File: config.mk
export PLATFORM = sky130hd
export DESIGN_NAME = asr_readout
export DESIGN_NICKNAME = d
export VERILOG_FILES = /design/src/rtl/asr_pkg.sv /design/src/rtl/asr_readout.sv
export SDC_FILE = /design/constraint.sdc
export NUM_CORES = 1
export LEC_CHECK = 0
export ABC_CLOCK_PERIOD_IN_PS = 2990
export BUFFER_PORTS_ARGS = -buffer_cell sky130_fd_sc_hd__buf_2
export CAP_MARGIN = 10
export CORE_MARGIN = 1.5
export CORE_UTILIZATION = 48
export CTS_BUF_LIST = sky130_fd_sc_hd__clkbuf_8
export CTS_CLUSTER_DIAMETER = 100
export DETAILED_ROUTE_END_ITERATION = 8
export PLACE_DENSITY = 0.77
export SLEW_MARGIN = 40
export SYNTH_ARGS = -nofsm -noshare
export SYNTH_HDL_FRONTEND = slang
export SYNTH_SLANG_ARGS = --single-unit
File: constraint.sdc
create_clock -name clk_i -period 2.99 [get_ports clk_i]
set_input_delay 0.4485 -clock clk_i [delete_from_list [all_inputs] [get_ports clk_i]]
set_output_delay 0.4485 -clock clk_i [all_outputs]
set_load 0.03 [all_outputs]
File: src/rtl/asr_pkg.sv
// package: constants and carrier types for the shared-bus serial read-out
package asr_pkg;

    localparam int RESULT_W = 16;
    localparam int CNT_W = 5;
    localparam logic [4:0] BITS_PER_WORD = 5'h10;
    localparam int CLK_MHZ = 125;
    localparam int TIMEOUT_MS = 28;
    // longest time rounds down
    localparam int TIMEOUT_CYCLES = TIMEOUT_MS * CLK_MHZ * 1000;
    localparam int PULLUP_BIT = 3;
    localparam int MUX_LSB = 4;
    localparam logic PULLUP_RESET = 1'b0;
    localparam logic [2:0] MUX_RESET = 3'h0;

    // input selections: four single-ended, three against the common point
    typedef enum logic [2:0] {
        ASR_MUX_ZERO_GND = 3'b000,
        ASR_MUX_ONE_GND = 3'b001,
        ASR_MUX_TWO_GND = 3'b010,
        ASR_MUX_THREE_GND = 3'b011,
        ASR_MUX_ZERO_THREE = 3'b100,
        ASR_MUX_ONE_THREE = 3'b101,
        ASR_MUX_TWO_THREE = 3'b110
    } asr_mux_t;

    typedef struct packed {
        logic [RESULT_W-1:0] data;
        asr_mux_t sel;
    } asr_result_t;

    typedef enum logic [1:0] {
        ASR_IDLE = 2'b00,
        ASR_SHIFT = 2'b01,
        ASR_DONE = 2'b10
    } asr_state_t;

endpackage : asr_pkg

File: src/rtl/asr_readout.sv
// serial read-out logic for a converter on a shared four-wire bus
`timescale 1ns/1ps

module asr_readout #(
    parameter int TIMEOUT_CYCLES = asr_pkg::TIMEOUT_CYCLES
) (
    input wire logic clk_i,
    input wire logic rst_n_i,
    input wire logic cs_n_i,
    input wire logic sclk_i,
    input wire logic [7:0] config_i,
    input wire logic conv_valid_i,
    input wire logic [asr_pkg::RESULT_W-1:0] conv_data_i,
    output logic conv_ready_o,
    output logic [2:0] mux_sel_o,
    output logic serial_out_ready_pin_o,
    output logic serial_out_ready_pin_oe_n_o,
    output logic pullup_en_o,
    output logic timeout_o
);

    // ----------------------------------------
    // pin synchronisers
    // ----------------------------------------
    logic [1:0] cs_sync;
    logic [1:0] sclk_sync;
    logic sclk_d;
    logic cs_d;

    always_ff @(posedge clk_i or negedge rst_n_i)
    begin
        if (!rst_n_i)
        begin
            cs_sync <= 2'h3;
            sclk_sync <= 2'h0;
            sclk_d <= 1'b0;
            cs_d <= 1'b1;
        end
        else
        begin
            cs_sync <= {cs_sync[0], cs_n_i};
            sclk_sync <= {sclk_sync[0], sclk_i};
            sclk_d <= sclk_sync[1];
            cs_d <= cs_sync[1];
        end
    end

    logic cs_lo;
    logic cs_fall;
    logic sclk_rise;
    assign cs_lo = !cs_sync[1];
    assign cs_fall = cs_d && !cs_sync[1];
    assign sclk_rise = sclk_sync[1] && !sclk_d;

    // ----------------------------------------
    // configuration
    // ----------------------------------------
    function automatic asr_pkg::asr_mux_t decode_mux(input logic [2:0] code);
        decode_mux = (code == 3'h7) ? asr_pkg::ASR_MUX_ZERO_GND : asr_pkg::asr_mux_t'(code);
    endfunction : decode_mux

    always_ff @(posedge clk_i or negedge rst_n_i)
    begin
        if (!rst_n_i)
        begin
            pullup_en_o <= asr_pkg::PULLUP_RESET;
            mux_sel_o <= asr_pkg::MUX_RESET;
        end
        else
        begin
            pullup_en_o <= config_i[asr_pkg::PULLUP_BIT];
            mux_sel_o <= decode_mux(config_i[asr_pkg::MUX_LSB +: 3]);
        end
    end

    // ----------------------------------------
    // two-entry result buffer
    // ----------------------------------------
    asr_pkg::asr_result_t buf_mem [2];
    logic [1:0] buf_cnt;
    logic buf_rd;
    logic buf_wr;
    logic buf_rp;
    logic buf_wp;
    logic take;

    assign buf_wr = conv_valid_i && conv_ready_o;
    assign buf_rd = take && (buf_cnt != 2'h0);

    always_ff @(posedge clk_i or negedge rst_n_i)
    begin
        if (!rst_n_i)
        begin
            buf_cnt <= 2'h0;
            buf_rp <= 1'b0;
            buf_wp <= 1'b0;
            conv_ready_o <= 1'b1;
        end
        else
        begin
            if (buf_wr)
            begin
                buf_wp <= !buf_wp;
            end
            if (buf_rd)
            begin
                buf_rp <= !buf_rp;
            end
            buf_cnt <= buf_cnt + {1'b0, buf_wr} - {1'b0, buf_rd};
            conv_ready_o <= (buf_cnt + {1'b0, buf_wr} - {1'b0, buf_rd}) != 2'h2;
        end
    end

    always_ff @(posedge clk_i)
    begin
        if (buf_wr)
        begin
            buf_mem[buf_wp] <= '{data: conv_data_i, sel: asr_pkg::asr_mux_t'(mux_sel_o)};
        end
    end

    // ----------------------------------------
    // transfer engine
    // ----------------------------------------
    asr_pkg::asr_state_t state;
    logic [asr_pkg::RESULT_W-1:0] last_result;
    logic [asr_pkg::RESULT_W-1:0] shifter;
    logic [asr_pkg::CNT_W-1:0] bit_cnt;
    logic [31:0] idle_cnt;
    logic tmo;
    logic fresh;

    assign fresh = buf_cnt != 2'h0;
    assign take = cs_lo && sclk_rise && (state == asr_pkg::ASR_IDLE);
    assign tmo = cs_lo && (state == asr_pkg::ASR_SHIFT) && (idle_cnt >= 32'(TIMEOUT_CYCLES));

    // clock-low watchdog, cleared by any clock activity
    always_ff @(posedge clk_i or negedge rst_n_i)
    begin
        if (!rst_n_i)
        begin
            idle_cnt <= 32'h0;
        end
        else if (sclk_sync[1] || !cs_lo || state != asr_pkg::ASR_SHIFT)
        begin
            idle_cnt <= 32'h0;
        end
        else
        begin
            idle_cnt <= idle_cnt + 32'h1;
        end
    end

    always_ff @(posedge clk_i or negedge rst_n_i)
    begin
        if (!rst_n_i)
        begin
            state <= asr_pkg::ASR_IDLE;
            shifter <= '0;
            last_result <= '0;
            bit_cnt <= '0;
            timeout_o <= 1'b0;
        end
        else
        begin
            timeout_o <= tmo;
            unique case (state)
                asr_pkg::ASR_IDLE:
                begin
                    if (take)
                    begin
                        // snapshot once; later conversions cannot tear it
                        if (fresh)
                        begin
                            shifter <= buf_mem[buf_rp].data;
                            last_result <= buf_mem[buf_rp].data;
                        end
                        else
                        begin
                            shifter <= last_result;
                        end
                        bit_cnt <= asr_pkg::CNT_W'(1);
                        state <= asr_pkg::ASR_SHIFT;
                    end
                end
                asr_pkg::ASR_SHIFT:
                begin
                    if (!cs_lo || tmo)
                    begin
                        bit_cnt <= '0;
                        state <= asr_pkg::ASR_IDLE;
                    end
                    else if (sclk_rise)
                    begin
                        shifter <= {shifter[asr_pkg::RESULT_W-2:0], 1'b0};
                        bit_cnt <= bit_cnt + asr_pkg::CNT_W'(1);
                        if (bit_cnt == asr_pkg::BITS_PER_WORD)
                        begin
                            state <= asr_pkg::ASR_DONE;
                        end
                    end
                end
                asr_pkg::ASR_DONE:
                begin
                    if (!cs_lo)
                    begin
                        bit_cnt <= '0;
                        state <= asr_pkg::ASR_IDLE;
                    end
                end
                default:
                begin
                    state <= asr_pkg::ASR_IDLE;
                end
            endcase
        end
    end

    // ----------------------------------------
    // shared pin drive
    // ----------------------------------------
    always_ff @(posedge clk_i or negedge rst_n_i)
    begin
        if (!rst_n_i)
        begin
            serial_out_ready_pin_o <= 1'b1;
            serial_out_ready_pin_oe_n_o <= 1'b1;
        end
        else if (!cs_lo)
        begin
            // weak pull-up is modelled as value high with driver off
            serial_out_ready_pin_oe_n_o <= 1'b1;
            serial_out_ready_pin_o <= 1'b1;
        end
        else
        begin
            serial_out_ready_pin_oe_n_o <= 1'b0;
            if (state == asr_pkg::ASR_SHIFT)
            begin
                serial_out_ready_pin_o <= (bit_cnt == '0) ? 1'b0 : shifter[asr_pkg::RESULT_W-1];
            end
            else if (take)
            begin
                serial_out_ready_pin_o <= fresh ? buf_mem[buf_rp].data[asr_pkg::RESULT_W-1]
                                                : last_result[asr_pkg::RESULT_W-1];
            end
            else if (state == asr_pkg::ASR_IDLE)
            begin
                serial_out_ready_pin_o <= !fresh;
            end
            else
            begin
                serial_out_ready_pin_o <= 1'b0;
            end
        end
    end

    // ----------------------------------------
    // checks
    // ----------------------------------------
    property p_release;
        @(posedge clk_i) disable iff (!rst_n_i) cs_sync[1] |=> serial_out_ready_pin_oe_n_o;
    endproperty
    a_release: assert property (p_release) else $error("pin driven while deselected");

    property p_no_ready_high;
        @(posedge clk_i) disable iff (!rst_n_i) cs_sync[1] |=> serial_out_ready_pin_o;
    endproperty
    a_no_ready_high: assert property (p_no_ready_high) else $error("ready shown while deselected");

    property p_drive_on_fall;
        @(posedge clk_i) disable iff (!rst_n_i) cs_fall |=> !serial_out_ready_pin_oe_n_o;
    endproperty
    a_drive_on_fall: assert property (p_drive_on_fall) else $error("pin not driven after select");

    property p_ready_low;
        @(posedge clk_i) disable iff (!rst_n_i)
            cs_fall && fresh && state == asr_pkg::ASR_IDLE && !sclk_rise |=> !serial_out_ready_pin_o;
    endproperty
    a_ready_low: assert property (p_ready_low) else $error("fresh data not flagged low");

    property p_stale_high;
        @(posedge clk_i) disable iff (!rst_n_i)
            cs_fall && !fresh && state == asr_pkg::ASR_IDLE && !sclk_rise |=> serial_out_ready_pin_o;
    endproperty
    a_stale_high: assert property (p_stale_high) else $error("stale data not flagged high");

    property p_latch;
        @(posedge clk_i) disable iff (!rst_n_i)
            take && fresh |=> shifter == $past(buf_mem[buf_rp].data) && state == asr_pkg::ASR_SHIFT;
    endproperty
    a_latch: assert property (p_latch) else $error("result not latched on first edge");

    property p_hold;
        @(posedge clk_i) disable iff (!rst_n_i)
            state == asr_pkg::ASR_SHIFT && !sclk_rise && cs_lo && !tmo |=> $stable(shifter);
    endproperty
    a_hold: assert property (p_hold) else $error("shifter changed without clock");

    property p_timeout;
        @(posedge clk_i) disable iff (!rst_n_i) tmo |=> state == asr_pkg::ASR_IDLE && bit_cnt == '0 ##0 timeout_o;
    endproperty
    a_timeout: assert property (p_timeout) else $error("timeout did not reset transfer");

    property p_pullup;
        @(posedge clk_i) disable iff (!rst_n_i) 1'b1 |=> pullup_en_o == $past(config_i[asr_pkg::PULLUP_BIT]);
    endproperty
    a_pullup: assert property (p_pullup) else $error("pull-up enable not following bit");

    c_fresh_read: cover property (@(posedge clk_i) disable iff (!rst_n_i) take && fresh);
    c_stale_read: cover property (@(posedge clk_i) disable iff (!rst_n_i) take && !fresh);
    c_timeout: cover property (@(posedge clk_i) disable iff (!rst_n_i) tmo);
    c_full: cover property (@(posedge clk_i) disable iff (!rst_n_i) !conv_ready_o);

endmodule : asr_readout

==> results.toml, run 1 <==
[run_status]
status = "completed"

[final_layout]
postLayoutCoreUtil_pct = 56.3
nFillCells = 928
syn_to_final_growth_pct = 13.0
postLayoutCellArea_um2 = 6190
drive_above_1_share_pct = 19.5
nets = 570
antenna_cells = 0

[synthesis]
syn_inst = 493
synth_cell_types = 54
synthArstFlopShare_pct = 73.3
avgSynthCellArea_um2 = 11.1
synth_area_um2 = 5480
syn-num-nets = 532
ys_warn_count = 0
synth_edf_count = 32
synth_seq_area_share_pct = 57.9
ys.flop_type = "dfrtp_1"
ys_ff_latch = 120

[hold_path]
hp-class = "in2async"

[timing]
clock_skew_ns = 0.0104
max_freq_ghz = 0.455
worst_pin_slew_ns = 0.724
whs_ns = 0.0654
slew_headroom_pct = 51.8
period_share_pct = 73.5
fin_crit_ns = 2.20
finalSetupViolCount = 0
fin_setup_tns_ns = 0
rsz0062_at_grt = "false"
final-hold-violation-count = 0
finalMaxSlewViolations = 0

[flow_run]
maxCapViolations = 0

[clock_tree]
cts-resized-gates = 0
cts_sinks = 120
clock_latency_ns = 0.43
cts_tree = "yes"
cts-root-buf = "clkbuf_8"
cts_htree_levels = 4
postCtsSetupRepairBufs = 0
path_clk_slew_ns = 0.08
cts_made_buffers = 17
clock_path_buffers = 2
postCtsHoldBufs = 0

[power]
ir_drop_mv = 0.664
p_leak_uw = 0.00257
power.density_nw_per_um2 = 806

[setup_path]
cp-end-kind = "flop"
crit_path_start_kind = "flop"
critPathArrivalTime_ns = 2.51
worst-path-max-fanout = 16
worstSetupPathType = "reg2reg"
crit_required_ns = 3.31
rrSetupSlack_ns = 0.79

[routing]
dr_total_vias = 3690
drt_iter0_drc = 198
route.detailed.drc = 0
wire_per_inst_um = 13.8
drt_pass1_iterations = 4
routed_wl_mm = 9.41
vias_per_cell = 5.39
postRouteAntennaNets = 0

[floorplan]
io_pins = 37
dieArea_um2 = 12100
start_util_pct = 49.9
die_w_um = 110
core_um2 = 11000
die_h_um = 110
rows = 38

[grt]
antenna_found_initial = 0
grt-ovfl-total = 0
grt_max_degree = 88
grt_pass1_vias = 3775
grt_util_all_layers_pct = 17.9
grt_pass1_wl_mm = 16.6

[place]
dp_hpwl_mm = 6.15
place.gp.congestion = 0.834
portBuffers = 32
post_dp_cell_area_um2 = 5780
## cell type report
cell class | instances | area [um2] | area share [%]
tap | 140 | 175 | 2.83
timing repair buffer | 40 | 229 | 3.70
clock inverter | 14 | 163 | 2.63
multi-input combinational | 337 | 2150 | 34.7
clock buffer | 18 | 248 | 4.00
sequential | 120 | 3170 | 51.2
inverter | 15 | 56.3 | 0.910
## flip-flops by register name (all words and copies together), names as in the netlist, 2 cells and up
| register | flops |
|---|---|
| bit_cnt | 5 |
| buf_cnt | 2 |
| buf_mem | 32 |
| cs_sync | 2 |
| idle_cnt | 32 |
| last_result | 16 |
| mux_sel_o | 3 |
| sclk_sync | 2 |
| shifter | 16 |
| state | 2 |
## worst paths after layout
kind / to / depth (start not counted) / startpoint
max reg2reg: shifter[9] / 6 / idle_cnt[17]
min reg2reg: sclk_sync[1] / 0 / sclk_sync[0]
max: shifter[9] / 6 / idle_cnt[17]
min: sclk_sync[0] / 1 / rst_n_i
max in group asynchronous: serial_out_ready_pin_o / 2 / rst_n_i
min in group clk_i: cs_sync[0] / 1 / cs_n_i
## power by group
group / total, uW / switching (uW) / internal [uW]
clock network: 1490 / 709 / 784
registers: 2270 / 202 / 2070
logic: 1230 / 688 / 538
total: 4990 / 1600 / 3390
## routing by layer
| layer | wire [um] | GRT usage (%) | vias up | part of all wire [%] |
|---|---|---|---|---|
| met5 | 0 | 0 | - | 0 |
| met4 | 156 | 8.16 | 0 | 1.7 |
| met3 | 375 | 4.92 | 16 | 4.0 |
| met2 | 4670 | 29.7 | 75 | 50 |
| met1 | 4210 | 21.7 | 1798 | 45 |
| li1 | - | - | 1801 | - |
## through the flow
stage                     setup WS (ns)  total power [uW]  instances
after global placement            0.830              3470        652
final                             0.793              4990        684
after global routing              0.653              5330        684
after detailed placement          0.791              3530        652
after floorplan                   0.781              3240        493
after CTS                         0.784              5040        684
## worst max-delay path: stages, from the launching register on
cell and delay, ns:
dfrtp_1 0.44, nor4bb_1 0.34, nand4_1 0.15, a21oi_2 0.32, o22a_1 0.19, buf_4 0.27
mux2_2 0.37
## synth_stat cells, drive strengths merged, types with 4 or more instances
library cell	n	area share [%]
o21ai	53	4.8
dfrtp	83	38
a21oi	11	1.1
buf	4	0.73
or2	5	0.57
mux2i	16	2.9
nor4	13	1.7
ha	10	2.3
nor2	36	2.5
nor3	8	0.73
clkbuf	17	1.2
nand3	14	1.3
mux2	16	3.9
nand2b	7	0.80
and4	5	0.80
inv	15	1.0
nand4	6	0.69
xnor2	25	4.0
and2	5	0.57
xor2	5	0.80
or3	6	0.78
dfstp	5	2.4
nand2	66	4.5
edfxtp	32	18
## layout by cell type (no fill, tap or decap), drive strengths merged, types with 2 or more instances in the layout
master | synthesis | final
dfrtp | 83 | 83
nand2 | 66 | 66
o21ai | 53 | 53
buf | 4 | 39
nor2 | 36 | 36
edfxtp | 32 | 32
xnor2 | 25 | 25
inv | 15 | 21
clkbuf | 17 | 19
mux2i | 16 | 16
mux2 | 16 | 16
nand3 | 14 | 14
nor4 | 13 | 13
a21oi | 11 | 11
ha | 10 | 10
nor3 | 8 | 8
nand2b | 7 | 7
nand4 | 6 | 6
or3 | 6 | 6
and2 | 5 | 5
or2 | 5 | 5
and4 | 5 | 5
xor2 | 5 | 5
dfstp | 5 | 5
and3 | 3 | 3
a21boi | 3 | 3
clkinvlp | 0 | 3
clkinv | 0 | 3
nor2b | 2 | 2
o31ai | 2 | 2
a22o | 2 | 2
bufinv | 0 | 2
a211oi | 2 | 2
## cell families (layout without fill, tap and decap cells)
group	count (synthesis)	after routing	synth area share [%]
AO/OA/AOI/OAI	84	84	8.98
XOR/XNOR	30	30	4.80
adder cells (fa/ha/maj)	10	10	2.28
buffers and inverters	36	87	2.92
flip-flops	120	120	57.9
multiplexers	32	32	6.83
AND/OR/NAND/NOR	181	181	16.3
Note: power is estimated with default switching activity, not from simulation.
==> run 2: changes to the inputs <==
ABC_AREA = 1   (was unset)
ABC_CLOCK_PERIOD_IN_PS = 1980   (was 2990)
PLACE_DENSITY = 0.79   (was 0.77)
clock period = 1.98 ns   (was 2.99 ns; I/O delays follow)
==> run 2 against run 1 <==
  * Register-to-register slack got worse by 0.69 ns
  * Sequential power increased by 50%
  * Worst hold slack got worse by 0.015 ns
  * Highest routed layer unchanged
==> results.toml, run 2 <==
[place]
dp_hpwl_mm = 7.78
portBuffers = 32
place.gp.congestion = 0.907
post_dp_cell_area_um2 = 6030
placed_cells = 789

[final_layout]
nets = 709
layoutNonFillerInstCount = 826
antenna_cells = 0
final_common_cell = "nand2_1"
syn_to_final_growth_pct = 15.2
drive_above_1_share_pct = 17.6
postLayoutCoreUtil_pct = 56.8
postLayoutCellArea_um2 = 6490
top_regs = "buf_mem x32, idle_cnt x32"
layout_common_cells = "nand2_1 (144), dfrtp_1 (83), o21ai_0 (60)"

[clock_tree]
clock_latency_ns = 0.43
path_clk_slew_ns = 0.08
cts_htree_levels = 4
clock_path_buffers = 2
cts_sinks = 120
cts-root-buf = "clkbuf_8"
cts_made_buffers = 17
cts_tree = "yes"

[synthesis]
avgSynthCellArea_um2 = 9.18
netlist_top_cells_area = "dfrtp_1 (37%), edfxtp_1 (17%), nand2_1 (9.7%)"
ys_warn_count = 0
synth_edf_count = 32
yosysMostFrequentCell = "nand2_1"
synth_seq_area_share_pct = 56.3
ys.flop_type = "dfrtp_1"
syn-num-nets = 653
synthTopCellsByCount = "nand2_1 (145), dfrtp_1 (83), o21ai_0 (60)"
synth_cell_types = 40
synthArstFlopShare_pct = 73.3
ys_ff_latch = 120
synth_top_area_share_pct = 36.9
synth_area_um2 = 5630
synth.largest_area_cell = "dfrtp_1"
syn_inst = 614

[run_status]
status = "completed"

[grt]
grt_pass1_wl_mm = 19.2
grt_pass1_vias = 4320
grt_max_degree = 39
grt-ovfl-total = 0
antenna_found_initial = 0
grt_util_all_layers_pct = 19.3

[floorplan]
die_h_um = 111
core_um2 = 11400
die_w_um = 111
start_util_pct = 49.3
io_pins = 37
dieArea_um2 = 12400
rows = 39

[timing]
final-hold-violation-count = 0
worst_pin_slew_ns = 0.434
max_freq_ghz = 0.531
fin_crit_ns = 1.88
period_share_pct = 95.1
clock_skew_ns = 0.00972
rsz0062_at_grt = "true"
finalSetupViolCount = 0
slew_headroom_pct = 71.1
finalMaxSlewViolations = 0

[routing]
vias_per_cell = 5.24
dr_total_vias = 4332
drt_iter0_drc = 349
route.detailed.drc = 0
drt_pass1_iterations = 5
postRouteAntennaNets = 0
wire_per_inst_um = 13.5
routed_wl_mm = 11.1

[setup_path]
crit_required_ns = 2.33
critPathArrivalTime_ns = 2.23
worst-path-max-fanout = 3
cp-end-kind = "flop"
worstSetupPathType = "reg2reg"
crit_path_start_kind = "flop"

[power]
p_int_uw = 5100
pwr-share-comb_pct = 31.3
p_sw_uw = 2970
power.share.clock_pct = 26.5
p_leak_uw = 0.00288
seqPwrFrac_pct = 42.2
power.density_nw_per_um2 = 1240
switching_share_pct = 36.8
ir_drop_mv = 0.774

[hold_path]
hp-class = "in2reg"

[flow_run]
maxCapViolations = 0
run 2: cell types whose count changed in the layout (fill, tap and decap cells not counted), sizes merged, moves of 12 or more:
cell,change
inv,+50
buf,+12
mux2,-16
nor2,+26
nand3,+20
nand2,+83
nor4,-12
o21ai,+14
xnor2,-22
run 2: stage by stage:
step / TNS, ns / hold WS [ns] / worst slack (ns) / power [uW]
after floorplan: 0 / 0.00141 / 0.000719 / 5250
after global placement: 0 / 0.257 / 0.0703 / 5770
after detailed placement: 0 / 0.272 / 0.00148 / 5920
after CTS: 0 / 0.0331 / 0.0512 / 8090
after global routing: -0.0587 / 0.0284 / -0.0478 / 8670
final: 0 / 0.0502 / 0.0978 / 8070
run 2: cell families (layout without fill, tap and decap cells):
logic type	Yosys count	count (layout)	share of synthesized area (%)
flip-flops	120	120	56.3
adder cells (fa/ha/maj)	10	10	2.22
buffers and inverters	78	147	5.71
AO/OA/AOI/OAI	96	96	9.37
AND/OR/NAND/NOR	283	283	21.9
multiplexers	14	14	2.49
XOR/XNOR	13	13	2.02
run 2: worst paths after layout:
check	slack, ns	startpoint	end	depth (start not counted)
min	0.05	conv_data_i[0]	buf_mem[0][3]	1
max reg2reg	0.1	sclk_sync[1]	conv_ready_o	11
max	0.1	sclk_sync[1]	conv_ready_o	11
min reg2reg	0.37	cs_sync[0]	cs_sync[1]	0
max in group asynchronous	1.01	rst_n_i	idle_cnt[17]	3
min in group asynchronous	0.35	rst_n_i	mux_sel_o[0]	2
run 2: what timing repair did:
item,CTS,global route
hold buffers,4,0
endpoints found under the hold margin,29,0
gates resized for setup,1,8
setup buffers,0,1
setup endpoints to repair,1,12
cloned,0,0
run 2: power by group through the flow:
stage / clock network (uW) / registers (uW) / logic [uW]
after CTS: 2170 / 3400 / 2520
after floorplan: 0 / 3420 / 1830
after global placement: 0 / 3410 / 2360
final: 2140 / 3400 / 2530
after detailed placement: 0 / 3440 / 2480
after global routing: 2290 / 3460 / 2920
run 2: layout make-up:
type,count,area [um2]
tap,143,179
clock buffer,17,234
multi-input combinational,416,2170
inverter,60,228
sequential,120,3170
timing repair buffer,55,358
clock inverter,15,153
fill,1021,4930
run 2: critical path, stage by stage, from the launching register on:
cell	delay, ns
dfrtp_1	0.42
nand2_1	0.15
nor2_1	0.06
inv_1	0.09
nor2_2	0.05
nand2_1	0.07
inv_1	0.04
ha_1	0.26
inv_1	0.04
ha_1	0.18
xor2_1	0.17
or2_2	0.28
run 2: routing by layer:
metal | track usage, % | up-vias | wire, um
met5 | 0 | - | 0
li1 | - | 2137 | -
met4 | 7.17 | 0 | 190
met1 | 23.9 | 2073 | 4910
met3 | 4.79 | 13 | 482
met2 | 32.8 | 109 | 5550
==> run 3: changes to the inputs <==
ABC_AREA = unset   (was 1)
CORE_UTILIZATION = 55   (was 48)
PLACE_DENSITY = 0.87   (was 0.79)
==> run 3 against run 2 <==
  * The run now ends with negative setup slack left
  * Sequential power barely moved
  * Worst hold slack got worse by 0.0090 ns
  * Power decreased by 5.2%
  * Clock-buffer cell count stayed put
  * Fmax decreased by 5.6%
  * Wire length shrank 3.9%
  * Non-clock buffer count increased by 24
  * Core utilization rose by 10 points
  * Critical path type unchanged
  * Critical endpoint is now shifter[12]
==> results.toml, run 3 (synthesis gave the netlist of run 1 again) <==
[timing]
fin_setup_tns_ns = -0.0731
finalMaxSlewViolations = 0
finalSetupViolCount = 9
fin_crit_ns = 1.99
max_freq_ghz = 0.501
final-hold-violation-count = 0
worst_pin_slew_ns = 0.460
slew_headroom_pct = 69.3
rsz0062_at_grt = "true"
setup_slack_ns = -0.0143
period_share_pct = 101
clock_skew_ns = 0.0108
whs_ns = 0.0413

[hold_path]
hold_start = "conv_data_i[2]"
hp-class = "in2reg"
hold_depth = 1
whs_endpoint = "buf_mem[1][5]"

[grt]
grt_pass1_vias = 3862
grt_max_degree = 37
antenna_found_initial = 0
grt-ovfl-total = 0
grt_util_all_layers_pct = 21.9
grt_pass1_wl_mm = 17.5

[setup_path]
crit_required_ns = 2.30
r2r-end = "shifter[12]"
rrSetupSlack_ns = -0.01
cp-end-kind = "flop"
slowest_delay_ns = 0.39
worstSetupPathType = "reg2reg"
critical_path_buf_inv_count = 1
r2r_cells = 6
r2r-start = "idle_cnt[25]"
crit_path_start_kind = "flop"
worst-path-max-fanout = 16
slowest_stage = "dfrtp_1"
critPathTopFamily = "simple AND/OR/NAND/NOR gates"
path_cells = "nor4_2, nand3_1, or3_1, o22a_1, buf_12, mux2_4"
critPathArrivalTime_ns = 2.32

[routing]
dr_total_vias = 3904
drt_iter0_drc = 165
wire_per_inst_um = 14.9
vias_per_cell = 5.45
route.detailed.drc = 0
postRouteAntennaNets = 0
routed_wl_mm = 10.7
drt_pass1_iterations = 4

[place]
portBuffers = 32
place.gp.congestion = 0.802
dp_hpwl_mm = 7.09
placed_cells = 676

[power]
p_leak_uw = 0.00277
p_total_uw = 7650
ir_drop_mv = 1.02
power.density_nw_per_um2 = 1170

[floorplan]
core_um2 = 9730
die_w_um = 103
io_pins = 37
start_util_pct = 56.3
dieArea_um2 = 10600
rows = 36
die_h_um = 103

[flow_run]
maxCapViolations = 0

[final_layout]
drive_above_1_share_pct = 25.6
nets = 609
final_common_cell = "dfrtp_1"
antenna_cells = 0
syn_to_final_growth_pct = 19.1
layout_common_cells = "dfrtp_1 (83), nand2_1 (66), o21ai_0 (53)"
top_regs = "buf_mem x32, idle_cnt x32"
layoutNonFillerInstCount = 716

[run_status]
status = "complete, but fails checks"
violations = "negative setup slack"

[clock_tree]
cts_tree = "yes"
cts_htree_levels = 4
clock_latency_ns = 0.44
cts_sinks = 120
cts_made_buffers = 17
path_clk_slew_ns = 0.08
clock_path_buffers = 2
cts-root-buf = "clkbuf_8"
## run 3: layout make-up
type	instances	area, um2
fillers	705	3200
flip-flops and latches	120	3170
multi-input cells	337	2200
repair buffers	79	558
clock buffers	17	234
well taps	133	166
clock inverters	15	140
inverters	15	56.3
## run 3: how the worst max path moves through the flow
stage / startpoint / endpoint / slack, ns / cells past startpoint
CTS: idle_cnt[27] / shifter[12] / -0.02 / 6
floorplan: buf_cnt[1] / conv_ready_o / -0.04 / 11
detailed placement: idle_cnt[25] / state[0] / -0.05 / 5
global route: idle_cnt[26] / shifter[12] / -0.12 / 6
finish: idle_cnt[25] / shifter[12] / -0.01 / 6
global placement: idle_cnt[25] / state[0] / -0.04 / 5
## run 3: through the flow
stage	worst slack (ns)	area [um2]	util [%]
final	-0.0143	6530	67.1
after global routing	-0.123	6530	67.1
after CTS	-0.0206	6460	66.4
after detailed placement	-0.0509	6030	61.9
after global placement	-0.0402	6030	61.9
after floorplan	-0.0423	5500	-
## run 3: layer usage
metal / part of all wire, % / track usage (%) / vias to the layer above / wire length [um]
met4: 1.3 / 8.42 / 0 / 137
li1: - / - / 1888 / -
met1: 41 / 26.5 / 1913 / 4420
met3: 4.3 / 6.51 / 16 / 457
met2: 53 / 37.4 / 87 / 5680
met5: 0 / 0 / - / 0
## run 3: timing repair
item                                   in CTS  in global routing
pin swaps                                   4                  9
hold buffers                                4                  0
setup endpoints to repair                  16                 21
setup buffers                               1                  3
resized for setup                           2                 11
endpoints found under the hold margin      34                  0
## run 3: where the power goes
part / leakage, uW / total [uW] / switching, uW / internal, uW
clock network: 0.000186 / 2060 / 1050 / 1010
logic: 0.00115 / 2190 / 1220 / 969
registers: 0.00143 / 3400 / 280 / 3120
